### src/dlirq_map.vh
// Purpose: register offsets, field positions and reset values of the dual level interrupt unit
// Assumes: 8-bit special function register space of the cpu core
// Notes: included by the interrupt unit module only
`ifndef DLIRQ_MAP_VH
`define DLIRQ_MAP_VH

`define DLIRQ_ADDR_EXT_FLAGS 8'h91
`define DLIRQ_ADDR_STD_EN 8'hA8
`define DLIRQ_ADDR_STD_LVL 8'hB8
`define DLIRQ_ADDR_EXT_CTRL 8'hD8
`define DLIRQ_ADDR_EXT_EN 8'hE8
`define DLIRQ_ADDR_EXT_LVL 8'hF8

// standard enable / level positions
`define DLIRQ_BIT_GATE 7
`define DLIRQ_BIT_TMR2 5
`define DLIRQ_BIT_UART 4
`define DLIRQ_BIT_TMR1 3
`define DLIRQ_BIT_EXT1 2
`define DLIRQ_BIT_TMR0 1
`define DLIRQ_BIT_EXT0 0

// extended enable / level positions
`define DLIRQ_BIT_ADC 0
`define DLIRQ_BIT_SPI 1
`define DLIRQ_BIT_RADIO1 2
`define DLIRQ_BIT_RADIO2 3
`define DLIRQ_BIT_WAKEUP 4

// extended flag positions
`define DLIRQ_FLG_RADIO2 7
`define DLIRQ_FLG_RADIO1 6
`define DLIRQ_FLG_SPI 5
`define DLIRQ_FLG_ADC 4
`define DLIRQ_FLG_WAKEUP 3

// writable bits of the enable and level registers
`define DLIRQ_WM_STD_EN 8'hBF
`define DLIRQ_WM_STD_LVL 8'h3F
`define DLIRQ_WM_EXT 8'h1F

// request indices of the two pins, used to clear their edge latches
`define DLIRQ_IDX_EXT0 4'h0
`define DLIRQ_IDX_EXT1 4'h2

// reset values and fixed read bits
`define DLIRQ_RST_BYTE 8'h00
`define DLIRQ_RO_STD_EN 8'h00
`define DLIRQ_RO_STD_LVL 8'h80
`define DLIRQ_RO_EXT_FLAGS 8'h08
`define DLIRQ_RO_EXT_CTRL 8'h40
`define DLIRQ_RO_EXT_EN 8'hE0
`define DLIRQ_RO_EXT_LVL 8'hE0

// number of sources, index order is natural priority
`define DLIRQ_NSRC 11
`define DLIRQ_IDX_W 4
`define DLIRQ_IDX_NONE 4'hF

`endif

### src/dlirq_unit.v
// Purpose: standard and extended interrupt unit of an 8051-compatible core
// Assumes: cpu core drives sfr bus and vector acknowledge on MCLK
// Notes: standard flags (timers, uart) live in their peripherals; only gating lives here
//
// Overview of operation
// - two active-low external pins, each edge or level sensitive.
// - internal sources: converter, serial peripheral, radio 1, radio 2, wakeup timer.
// - global gate zero masks every interrupt.
// - global gate one passes each source by its own enable.
// - standard enable bits 5..0: timer2, uart, timer1, ext1, timer0, ext0.
// - timer 2 enable passes overflow or external flag.
// - uart enable passes transmit or receive flag.
// - enable bit 6 reads 0; level bit 7 reads 1, bit 6 reads 0.
// - standard level register mirrors enable positions; 1 means high priority.
// - radio 2 ready rising edge sets flag bit 7.
// - radio 1 ready rising edge sets flag bit 6.
// - software setting a flag raises the interrupt like hardware.
// - extended flag, enable and level registers at their own addresses.
// - extended enables bits 0..4; bits 7..5 read 1.
// - extended level mirrors extended enables; bits 7..5 read 1.
// - converter end rising edge sets flag bit 4.
// - wakeup flag in control bit 3, cleared by software.
`include "dlirq_map.vh"
`timescale 1ns/100ps
`default_nettype none
module dlirq_unit (
    input wire MCLK,
    input wire RSTN,
    input wire [7:0] SFR_ADDR,
    input wire [7:0] SFR_WDATA,
    input wire SFR_WR,
    input wire SFR_RD,
    output reg [7:0] SFR_RDATA,
    output reg SFR_HIT,
    input wire EXT0_IRQ_PIN_N,
    input wire EXT1_IRQ_PIN_N,
    input wire EXT0_EDGE_MODE,
    input wire EXT1_EDGE_MODE,
    input wire TMR0_OVF_FLAG,
    input wire TMR1_OVF_FLAG,
    input wire TMR2_OVF_FLAG,
    input wire TMR2_EXT_FLAG,
    input wire UART_TX_FLAG,
    input wire UART_RX_FLAG,
    input wire ADC_IRQ_SRC,
    input wire SPI_IRQ_SRC,
    input wire RADIO1_PKT_RDY,
    input wire RADIO2_PKT_RDY,
    input wire WAKEUP_IRQ_SRC,
    input wire IRQ_ACK,
    input wire IRQ_RETI,
    output reg IRQ_REQ,
    output reg [3:0] IRQ_INDEX,
    output reg EXT0_EDGE_SEEN,
    output reg EXT1_EDGE_SEEN
);
    ////////////////////////////////////////////////////////////////////////////
    // reset release and input synchronisers
    reg [1:0] rst_sync_r;
    wire rst_n = rst_sync_r[1];
    always @(posedge MCLK or negedge RSTN) begin
        if (!RSTN) begin
            rst_sync_r <= 2'b00;
        end else begin
            rst_sync_r <= {rst_sync_r[0], 1'b1};
        end
    end

    // pins and cross-block event lines all come from outside this clock's view
    // peripheral flags may share this clock; two extra cycles of latency cost nothing
    localparam NSYNC = 15;
    wire [NSYNC-1:0] async_in = {WAKEUP_IRQ_SRC, RADIO2_PKT_RDY, RADIO1_PKT_RDY,
        SPI_IRQ_SRC, ADC_IRQ_SRC, UART_RX_FLAG, UART_TX_FLAG, TMR2_EXT_FLAG,
        TMR2_OVF_FLAG, TMR1_OVF_FLAG, TMR0_OVF_FLAG, ~EXT1_IRQ_PIN_N,
        ~EXT0_IRQ_PIN_N, EXT1_EDGE_MODE, EXT0_EDGE_MODE};
    reg [NSYNC-1:0] sync1_r;
    reg [NSYNC-1:0] sync2_r;
    always @(posedge MCLK or negedge rst_n) begin
        if (!rst_n) begin
            sync1_r <= {NSYNC{1'b0}};
            sync2_r <= {NSYNC{1'b0}};
        end else begin
            sync1_r <= async_in;
            sync2_r <= sync1_r;
        end
    end
    wire ext0_edge_mode = sync2_r[0];
    wire ext1_edge_mode = sync2_r[1];
    wire ext0_act = sync2_r[2];
    wire ext1_act = sync2_r[3];
    wire tmr0_ovf_flag = sync2_r[4];
    wire tmr1_ovf_flag = sync2_r[5];
    wire tmr2_ovf_flag = sync2_r[6];
    wire tmr2_ext_flag = sync2_r[7];
    wire uart_tx_flag = sync2_r[8];
    wire uart_rx_flag = sync2_r[9];
    wire [4:0] ext_evt_lvl = sync2_r[14:10];

    ////////////////////////////////////////////////////////////////////////////
    // edge detection: pins (falling edge, already inverted) and internal events
    // pins are inverted ahead of this, so one rising detector serves all seven lanes
    wire [6:0] rise;
    dlirq_edge #(.WIDTH(7)) u_edge (
        .clk(MCLK),
        .rst_n(rst_n),
        .level({ext_evt_lvl, ext1_act, ext0_act}),
        .rise(rise)
    );

    ////////////////////////////////////////////////////////////////////////////
    // registers
    reg [7:0] std_irq_enable_r;
    reg [7:0] std_irq_level_r;
    reg [7:0] ext_irq_enable_r;
    reg [7:0] ext_irq_level_r;
    reg [4:0] ext_flag_r;
    reg [4:0] ext_flag_nxt;

    function sel;
        input [7:0] addr;
        input [7:0] target;
        begin
            sel = (addr == target);
        end
    endfunction

    wire wr_std_en = SFR_WR && sel(SFR_ADDR, `DLIRQ_ADDR_STD_EN);
    wire wr_std_lvl = SFR_WR && sel(SFR_ADDR, `DLIRQ_ADDR_STD_LVL);
    wire wr_ext_en = SFR_WR && sel(SFR_ADDR, `DLIRQ_ADDR_EXT_EN);
    wire wr_ext_lvl = SFR_WR && sel(SFR_ADDR, `DLIRQ_ADDR_EXT_LVL);
    wire wr_ext_flags = SFR_WR && sel(SFR_ADDR, `DLIRQ_ADDR_EXT_FLAGS);
    wire wr_ext_ctrl = SFR_WR && sel(SFR_ADDR, `DLIRQ_ADDR_EXT_CTRL);

    // flag order: adc, spi, radio1, radio2, wakeup
    // a write stores the value; a coinciding hardware edge still sets the flag
    always @* begin
        ext_flag_nxt = ext_flag_r;
        if (wr_ext_flags) begin
            ext_flag_nxt[0] = SFR_WDATA[`DLIRQ_FLG_ADC];
            ext_flag_nxt[1] = SFR_WDATA[`DLIRQ_FLG_SPI];
            ext_flag_nxt[2] = SFR_WDATA[`DLIRQ_FLG_RADIO1];
            ext_flag_nxt[3] = SFR_WDATA[`DLIRQ_FLG_RADIO2];
        end
        if (wr_ext_ctrl) begin
            ext_flag_nxt[4] = SFR_WDATA[`DLIRQ_FLG_WAKEUP];
        end
        ext_flag_nxt = ext_flag_nxt | rise[6:2];
    end

    always @(posedge MCLK or negedge rst_n) begin
        if (!rst_n) begin
            std_irq_enable_r <= `DLIRQ_RST_BYTE;
            std_irq_level_r <= `DLIRQ_RST_BYTE;
            ext_irq_enable_r <= `DLIRQ_RST_BYTE;
            ext_irq_level_r <= `DLIRQ_RST_BYTE;
            ext_flag_r <= 5'h0;
        end else begin
            if (wr_std_en) std_irq_enable_r <= SFR_WDATA & `DLIRQ_WM_STD_EN;
            if (wr_std_lvl) std_irq_level_r <= SFR_WDATA & `DLIRQ_WM_STD_LVL;
            if (wr_ext_en) ext_irq_enable_r <= SFR_WDATA & `DLIRQ_WM_EXT;
            if (wr_ext_lvl) ext_irq_level_r <= SFR_WDATA & `DLIRQ_WM_EXT;
            ext_flag_r <= ext_flag_nxt;
        end
    end

    ////////////////////////////////////////////////////////////////////////////
    // external pins: edge mode latches until the core vectors, level mode follows pin
    // a level-mode pin never latches, so a mode switch cannot leave a stale edge behind
    wire [1:0] pin_act = {ext1_act, ext0_act};
    wire [1:0] pin_edge_mode = {ext1_edge_mode, ext0_edge_mode};
    wire [1:0] pin_latch;
    wire [1:0] pin_pend;
    genvar p;
    generate
        for (p = 0; p < 2; p = p + 1) begin : g_pin
            wire [3:0] pin_index = (p == 0) ? `DLIRQ_IDX_EXT0 : `DLIRQ_IDX_EXT1;
            wire pin_ack = IRQ_ACK && (IRQ_INDEX == pin_index);
            reg latch_r;
            always @(posedge MCLK or negedge rst_n) begin
                if (!rst_n) begin
                    latch_r <= 1'b0;
                end else if (rise[p] && pin_edge_mode[p]) begin
                    latch_r <= 1'b1;
                end else if (pin_ack || !pin_edge_mode[p]) begin
                    latch_r <= 1'b0;
                end
            end
            assign pin_latch[p] = latch_r;
            // edge mode holds until vectored; a new edge in the ack cycle is kept
            assign pin_pend[p] = pin_edge_mode[p] ? latch_r : pin_act[p];
        end
    endgenerate
    wire ext0_pend = pin_pend[0];
    wire ext1_pend = pin_pend[1];

    ////////////////////////////////////////////////////////////////////////////
    // request gating, index order is natural priority
    wire gate = std_irq_enable_r[`DLIRQ_BIT_GATE];
    wire [`DLIRQ_NSRC-1:0] pend = {ext_flag_r[4], ext_flag_r[3], ext_flag_r[2],
        ext_flag_r[1], ext_flag_r[0], 1'b0,
        tmr2_ovf_flag | tmr2_ext_flag,
        uart_tx_flag | uart_rx_flag,
        tmr1_ovf_flag, ext1_pend, tmr0_ovf_flag};
    // enables and levels share one lane order: standard bits 5..0, a spare, extended 4..0
    function [`DLIRQ_NSRC:0] lanes;
        input [7:0] std_byte;
        input [7:0] ext_byte;
        begin
            lanes = {ext_byte[4:0], 1'b0, std_byte[5:0]};
        end
    endfunction
    // slot 0 is ext0; the shift below keeps index equal to natural order and to the standard enable bit
    wire [`DLIRQ_NSRC:0] pend_all = {pend, ext0_pend};
    wire [`DLIRQ_NSRC:0] en_all = lanes(std_irq_enable_r, ext_irq_enable_r);
    wire [`DLIRQ_NSRC:0] lvl_all = lanes(std_irq_level_r, ext_irq_level_r);
    wire [`DLIRQ_NSRC:0] armed = gate ? (pend_all & en_all) : {(`DLIRQ_NSRC+1){1'b0}};
    wire [`DLIRQ_NSRC:0] armed_hi = armed & lvl_all;

    // lowest set index wins within a level
    function [4:0] first_set;
        input [`DLIRQ_NSRC:0] v;
        integer i;
        begin
            first_set = {1'b0, `DLIRQ_IDX_NONE};
            for (i = `DLIRQ_NSRC; i >= 0; i = i - 1) begin
                if (v[i]) first_set = {1'b1, i[3:0]};
            end
        end
    endfunction
    wire [4:0] pick_hi = first_set(armed_hi);
    wire [4:0] pick_any = first_set(armed);

    ////////////////////////////////////////////////////////////////////////////
    // service tracking: two nesting levels, low then high
    // the core never acks and returns in one cycle; were it to, the ack is kept
    reg in_lo_r;
    reg in_hi_r;
    reg [4:0] pick;
    always @* begin
        pick = {1'b0, `DLIRQ_IDX_NONE};
        if (in_hi_r) pick = {1'b0, `DLIRQ_IDX_NONE};
        else if (in_lo_r) pick = pick_hi;
        else if (pick_hi[4]) pick = pick_hi;
        else pick = pick_any;
    end

    always @(posedge MCLK or negedge rst_n) begin
        if (!rst_n) begin
            in_lo_r <= 1'b0;
            in_hi_r <= 1'b0;
            IRQ_REQ <= 1'b0;
            IRQ_INDEX <= `DLIRQ_IDX_NONE;
        end else begin
            if (IRQ_ACK && IRQ_REQ) begin
                if (lvl_all[IRQ_INDEX]) in_hi_r <= 1'b1;
                else in_lo_r <= 1'b1;
            end else if (IRQ_RETI) begin
                if (in_hi_r) in_hi_r <= 1'b0;
                else in_lo_r <= 1'b0;
            end
            IRQ_REQ <= pick[4] && !(IRQ_ACK && IRQ_REQ);
            IRQ_INDEX <= pick[3:0];
        end
    end

    ////////////////////////////////////////////////////////////////////////////
    // read port
    // reads have no side effects, so a polling loop cannot lose a flag
    always @(posedge MCLK or negedge rst_n) begin
        if (!rst_n) begin
            SFR_RDATA <= 8'h00;
            SFR_HIT <= 1'b0;
            EXT0_EDGE_SEEN <= 1'b0;
            EXT1_EDGE_SEEN <= 1'b0;
        end else begin
            EXT0_EDGE_SEEN <= pin_latch[0];
            EXT1_EDGE_SEEN <= pin_latch[1];
            SFR_HIT <= 1'b1;
            SFR_RDATA <= 8'h00;
            if (!SFR_RD) begin
                SFR_HIT <= 1'b0;
            end else if (sel(SFR_ADDR, `DLIRQ_ADDR_STD_EN)) begin
                SFR_RDATA <= std_irq_enable_r | `DLIRQ_RO_STD_EN;
            end else if (sel(SFR_ADDR, `DLIRQ_ADDR_STD_LVL)) begin
                SFR_RDATA <= std_irq_level_r | `DLIRQ_RO_STD_LVL;
            end else if (sel(SFR_ADDR, `DLIRQ_ADDR_EXT_FLAGS)) begin
                SFR_RDATA <= {ext_flag_r[3], ext_flag_r[2], ext_flag_r[1],
                    ext_flag_r[0], 4'h0} | `DLIRQ_RO_EXT_FLAGS;
            end else if (sel(SFR_ADDR, `DLIRQ_ADDR_EXT_CTRL)) begin
                SFR_RDATA <= {4'h0, ext_flag_r[4], 3'h0} | `DLIRQ_RO_EXT_CTRL;
            end else if (sel(SFR_ADDR, `DLIRQ_ADDR_EXT_EN)) begin
                SFR_RDATA <= ext_irq_enable_r | `DLIRQ_RO_EXT_EN;
            end else if (sel(SFR_ADDR, `DLIRQ_ADDR_EXT_LVL)) begin
                SFR_RDATA <= ext_irq_level_r | `DLIRQ_RO_EXT_LVL;
            end else begin
                SFR_HIT <= 1'b0;
            end
        end
    end
endmodule // dlirq_unit
`default_nettype wire

### src/dlirq_edge.v
// Purpose: rising edge detector for the pin and internal event lines of the interrupt unit
// Assumes: inputs already synchronised to MCLK
// Notes: one pulse per rising edge per lane
`timescale 1ns/100ps
`default_nettype none
module dlirq_edge #(
    parameter WIDTH = 4
) (
    input wire clk,
    input wire rst_n,
    input wire [WIDTH-1:0] level,
    output reg [WIDTH-1:0] rise
);
    reg [WIDTH-1:0] prev_r;
    always @(posedge clk or negedge rst_n) begin
        if (!rst_n) begin
            prev_r <= {WIDTH{1'b0}};
            rise <= {WIDTH{1'b0}};
        end else begin
            prev_r <= level;
            rise <= level & ~prev_r;
        end
    end
endmodule // dlirq_edge
`default_nettype wire

### config.mk
export PLATFORM = sky130hd
export DESIGN_NAME = dlirq_unit
export DESIGN_NICKNAME = d
export VERILOG_FILES = /design/src/dlirq_unit.v /design/src/dlirq_edge.v
export VERILOG_INCLUDE_DIRS = /design/src
export SDC_FILE = /design/constraint.sdc
export NUM_CORES = 1
export LEC_CHECK = 0
export ABC_AREA = 1
export BUFFER_PORTS_ARGS = -buffer_cell sky130_fd_sc_hd__buf_2
export CAP_MARGIN = 20
export CORE_MARGIN = 4
export CORE_UTILIZATION = 51
export DETAILED_ROUTE_END_ITERATION = 7
export PLACE_DENSITY = 0.78
export SLEW_MARGIN = 20
export SYNTH_ARGS = -nofsm -noshare
export SYNTH_HDL_FRONTEND = slang
export SYNTH_SLANG_ARGS = --single-unit
export TNS_END_PERCENT = 50
### constraint.sdc
create_clock -name MCLK -period 4.3 [get_ports MCLK]
set_clock_uncertainty 0.15 [all_clocks]
set_input_delay 0.215 -clock MCLK [delete_from_list [all_inputs] [get_ports MCLK]]
set_output_delay 0.215 -clock MCLK [all_outputs]
set_load 0.01 [all_outputs]
==> results.ini <==
[logic_synthesis]
synth_area_um2=3990
ys_types=35
ys_ff_latch=94
netlist_instances=418
syn_area_per_cell_um2=9.546
synth.net_count=455
yosysSeqAreaShare_pct=59.08
synth.yosys.warnings=0

[cts]
clk_path_buf_depth=2
cts.hold.buffers_added=23
clk_pin_slew_ns=0.10
tritoncts=yes
post_cts_buffers=0
htreeDepth=3
clock_latency_ns=0.37
cts_sinks=94
cts_buffers=9
cts-root-buf=clkbuf_8
postCtsResizedCells=0

[worst_setup_path]
worst-setup-path-type=flop to flop
crit_buf_inv=0
critPathMaxFanout=14
crit_path_cell_trace=nand3_1, nor2_1, nor2_2, nand2_1, nor2_4, a21boi_2, nand2_1, nand3_1
startpoint_type=flop
cp_top_family=simple AND/OR/NAND/NOR gates
slowest_stage=dfrtp_1
critical_path_arrival_ns=2.12
cp-end-kind=flop
slowest_delay_ns=0.74
cp.required_ns=4.46

[floorplanning]
dieArea_um2=9303
die_h_um=96.45
num_rows=31
core-area_um2=7408
io_pins=53
floorplan.initialDensity_pct=53.86
dieWidth_um=96.45

[power_and_ir_drop]
peakVddDrop_v=0.0002906
p_leak_nw=2.418
powerDensity_nw_per_um2=363.3

[routing]
via_per_inst=5.056
dr.first_iter.drc_count=213
drt-total-wl_mm=8.471
vias=3059
first_pass_iters=4
final_antenna_net_count=0
drc=0
wl_per_cell_um=14.00

[placed_design]
gp_congestion=0.9057
dp_hpwl_mm=6.143
dp.cells=565
port_buffers=52

[sta]
worstMarginPinSlew_ns=0.6273
timing.final.crit_period_ns=1.960
final.period_utilization_pct=45.58
hold_violations=0
fmax_ghz=0.5102
finalSetupViolations=0
fin_setup_tns_ns=0
relSlewSlack_pct=58.18
rsz0062_at_grt=false
drv_slew=0

[worst_hold_path]
hp-class=input pin to flop

[final_layout]
nNetsFinal=538
diodes=0
area_growth_pct=19.57
fin_cells=605
drive_gt1_share_pct=22.13
fillers=595

[global_routing]
grt_max_degree=93
antenna_found_initial=0
grt_usage_pct=20.80
grt_pass1_vias=2983
grt_pass1_wl_mm=14.50
grt_overflow=0

[job]
maxCapViolations=0

[outcome]
status=finished clean

==> final timing paths <==
path | to | slack, ns | startpoint | depth (start not counted)
worst max-delay path | IRQ_INDEX[0] | 2.34 | std_irq_enable_r[7] | 8
worst min-delay path | in_lo_r | 0.01 | IRQ_RETI | 4
worst min register to register | sync2_r[5] | 0.19 | sync1_r[5] | 0
min in group asynchronous | std_irq_level_r[2] | 0.21 | rst_sync_r[1] | 0
worst max register to register | IRQ_INDEX[0] | 2.34 | std_irq_enable_r[7] | 8
max in group asynchronous | SFR_RDATA[3] | 3.15 | rst_sync_r[1] | 1
==> cell usage in the layout, fill, tap and decap left out, types with 2 or more instances in the layout <==
| cell type | Yosys | layout |
|---|---|---|
| dfrtp_1 | 90 | 89 |
| nand2_1 | 83 | 83 |
| inv_1 | 60 | 60 |
| buf_2 | 0 | 52 |
| o21ai_0 | 34 | 34 |
| nor2_1 | 33 | 33 |
| dlygate4sd3_1 | 0 | 23 |
| nand3_1 | 20 | 20 |
| a21oi_1 | 20 | 20 |
| clkbuf_8 | 0 | 9 |
| nor2_2 | 7 | 7 |
| nand3_2 | 7 | 7 |
| nand4_1 | 7 | 7 |
| o21ai_1 | 7 | 7 |
| o21ai_2 | 7 | 7 |
| nand2_2 | 5 | 5 |
| o211ai_1 | 5 | 5 |
| dfstp_2 | 4 | 4 |
| nor2_4 | 4 | 4 |
| inv_6 | 0 | 4 |
| nand3_4 | 2 | 2 |
| nor3_1 | 2 | 2 |
| a31oi_1 | 2 | 2 |
| nor4_1 | 2 | 2 |
==> routing by layer <==
| metal | vias to the layer above | part of all wire, % | global-route usage [%] |
|---|---|---|---|
| met4 | 0 | 2.0 | 8.294 |
| met2 | 91 | 48 | 32.07 |
| met1 | 1433 | 44 | 29.21 |
| met3 | 16 | 6.4 | 3.950 |
| met5 | - | 0 | 0 |
| li1 | 1519 | - | - |
==> per-stage QoR <==
stage / utilization (%) / worst slack, ns / area, um2 / power, mW / hold WS, ns
floorplan: - / 1.345 / 3990 / 1.103 / -0.2306
global placement: 58.54 / 2.425 / 4337 / 1.167 / -0.1496
detailed placement: 58.54 / 2.358 / 4337 / 1.173 / -0.1479
CTS: 64.13 / 2.338 / 4751 / 1.747 / 0.004720
global route: 64.40 / 2.028 / 4771 / 1.821 / 0.02044
finish: 64.40 / 2.340 / 4771 / 1.733 / 0.01456
==> sequential cells by signal, indices dropped and copies added, names as in the netlist, 2 cells and up <==
| signal | flops |
|---|---|
| IRQ_INDEX | 4 |
| SFR_RDATA | 8 |
| ext_flag_r | 5 |
| ext_irq_enable_r | 5 |
| ext_irq_level_r | 5 |
| g_pin.latch_r | 2 |
| rst_sync_r | 2 |
| std_irq_enable_r | 7 |
| std_irq_level_r | 6 |
| sync1_r | 15 |
| sync2_r | 15 |
| u_edge.prev_r | 7 |
| u_edge.rise | 7 |
==> final cells by class <==
class / instances / area (um2) / share of cell area (%)
Inverter: 61 / 229.0 / 4.799
Timing Repair Buffer: 76 / 510.5 / 10.70
Multi-Input combinational cell: 259 / 1363 / 28.56
Tap cell: 99 / 123.9 / 2.596
Clock buffer: 9 / 123.9 / 2.596
Sequential cell: 94 / 2361 / 49.49
Clock inverter: 7 / 60.06 / 1.259
==> cells by family after synthesis <==
kind of cell	Yosys count	synth area share (%)
AO/OA/AOI/OAI	81	11.73
other	1	0.09398
flip-flops	94	59.08
AND/OR/NAND/NOR	177	22.33
buffers and inverters	65	6.773
==> cells in the mapped netlist <==
master,n,share of area (%)
or2_2,1,0.16
nor3_1,2,0.25
nor2_4,4,1.1
nand3_2,7,1.8
nand2_4,1,0.28
o21ai_0,34,4.3
buf_4,1,0.19
nand3_1,20,2.5
inv_2,1,0.094
nor4_1,2,0.31
nand3b_4,1,0.50
o21ai_2,7,1.5
a41oi_1,1,0.22
nor2_1,33,3.1
o21bai_1,1,0.19
a31oi_1,2,0.31
nand3_4,2,0.88
and3_1,1,0.16
dfstp_2,4,2.6
buf_6,3,0.85
inv_1,60,5.6
nand2_2,5,0.78
nor2_2,7,1.1
o21ai_1,7,0.88
a21boi_2,1,0.28
nand2_1,83,7.8
o31ai_1,1,0.19
a21boi_0,1,0.19
nand4_1,7,1.1
a21oi_1,20,2.5
o311ai_0,1,0.22
conb_1,1,0.094
dfrtp_1,90,56
o211ai_1,5,0.94
nor2_8,1,0.50
==> tightest hold or removal path: stages <==
cell,delay [ns]
buf_2,0.10
inv_1,0.06
o31ai_1,0.07
o21ai_0,0.06
==> where the power goes <==
group	switching [mW]	internal (mW)
Sequential	0.0546	0.942
Combinational	0.0980	0.0781
Clock	0.337	0.223
Power figures use the tool's default switching activity.
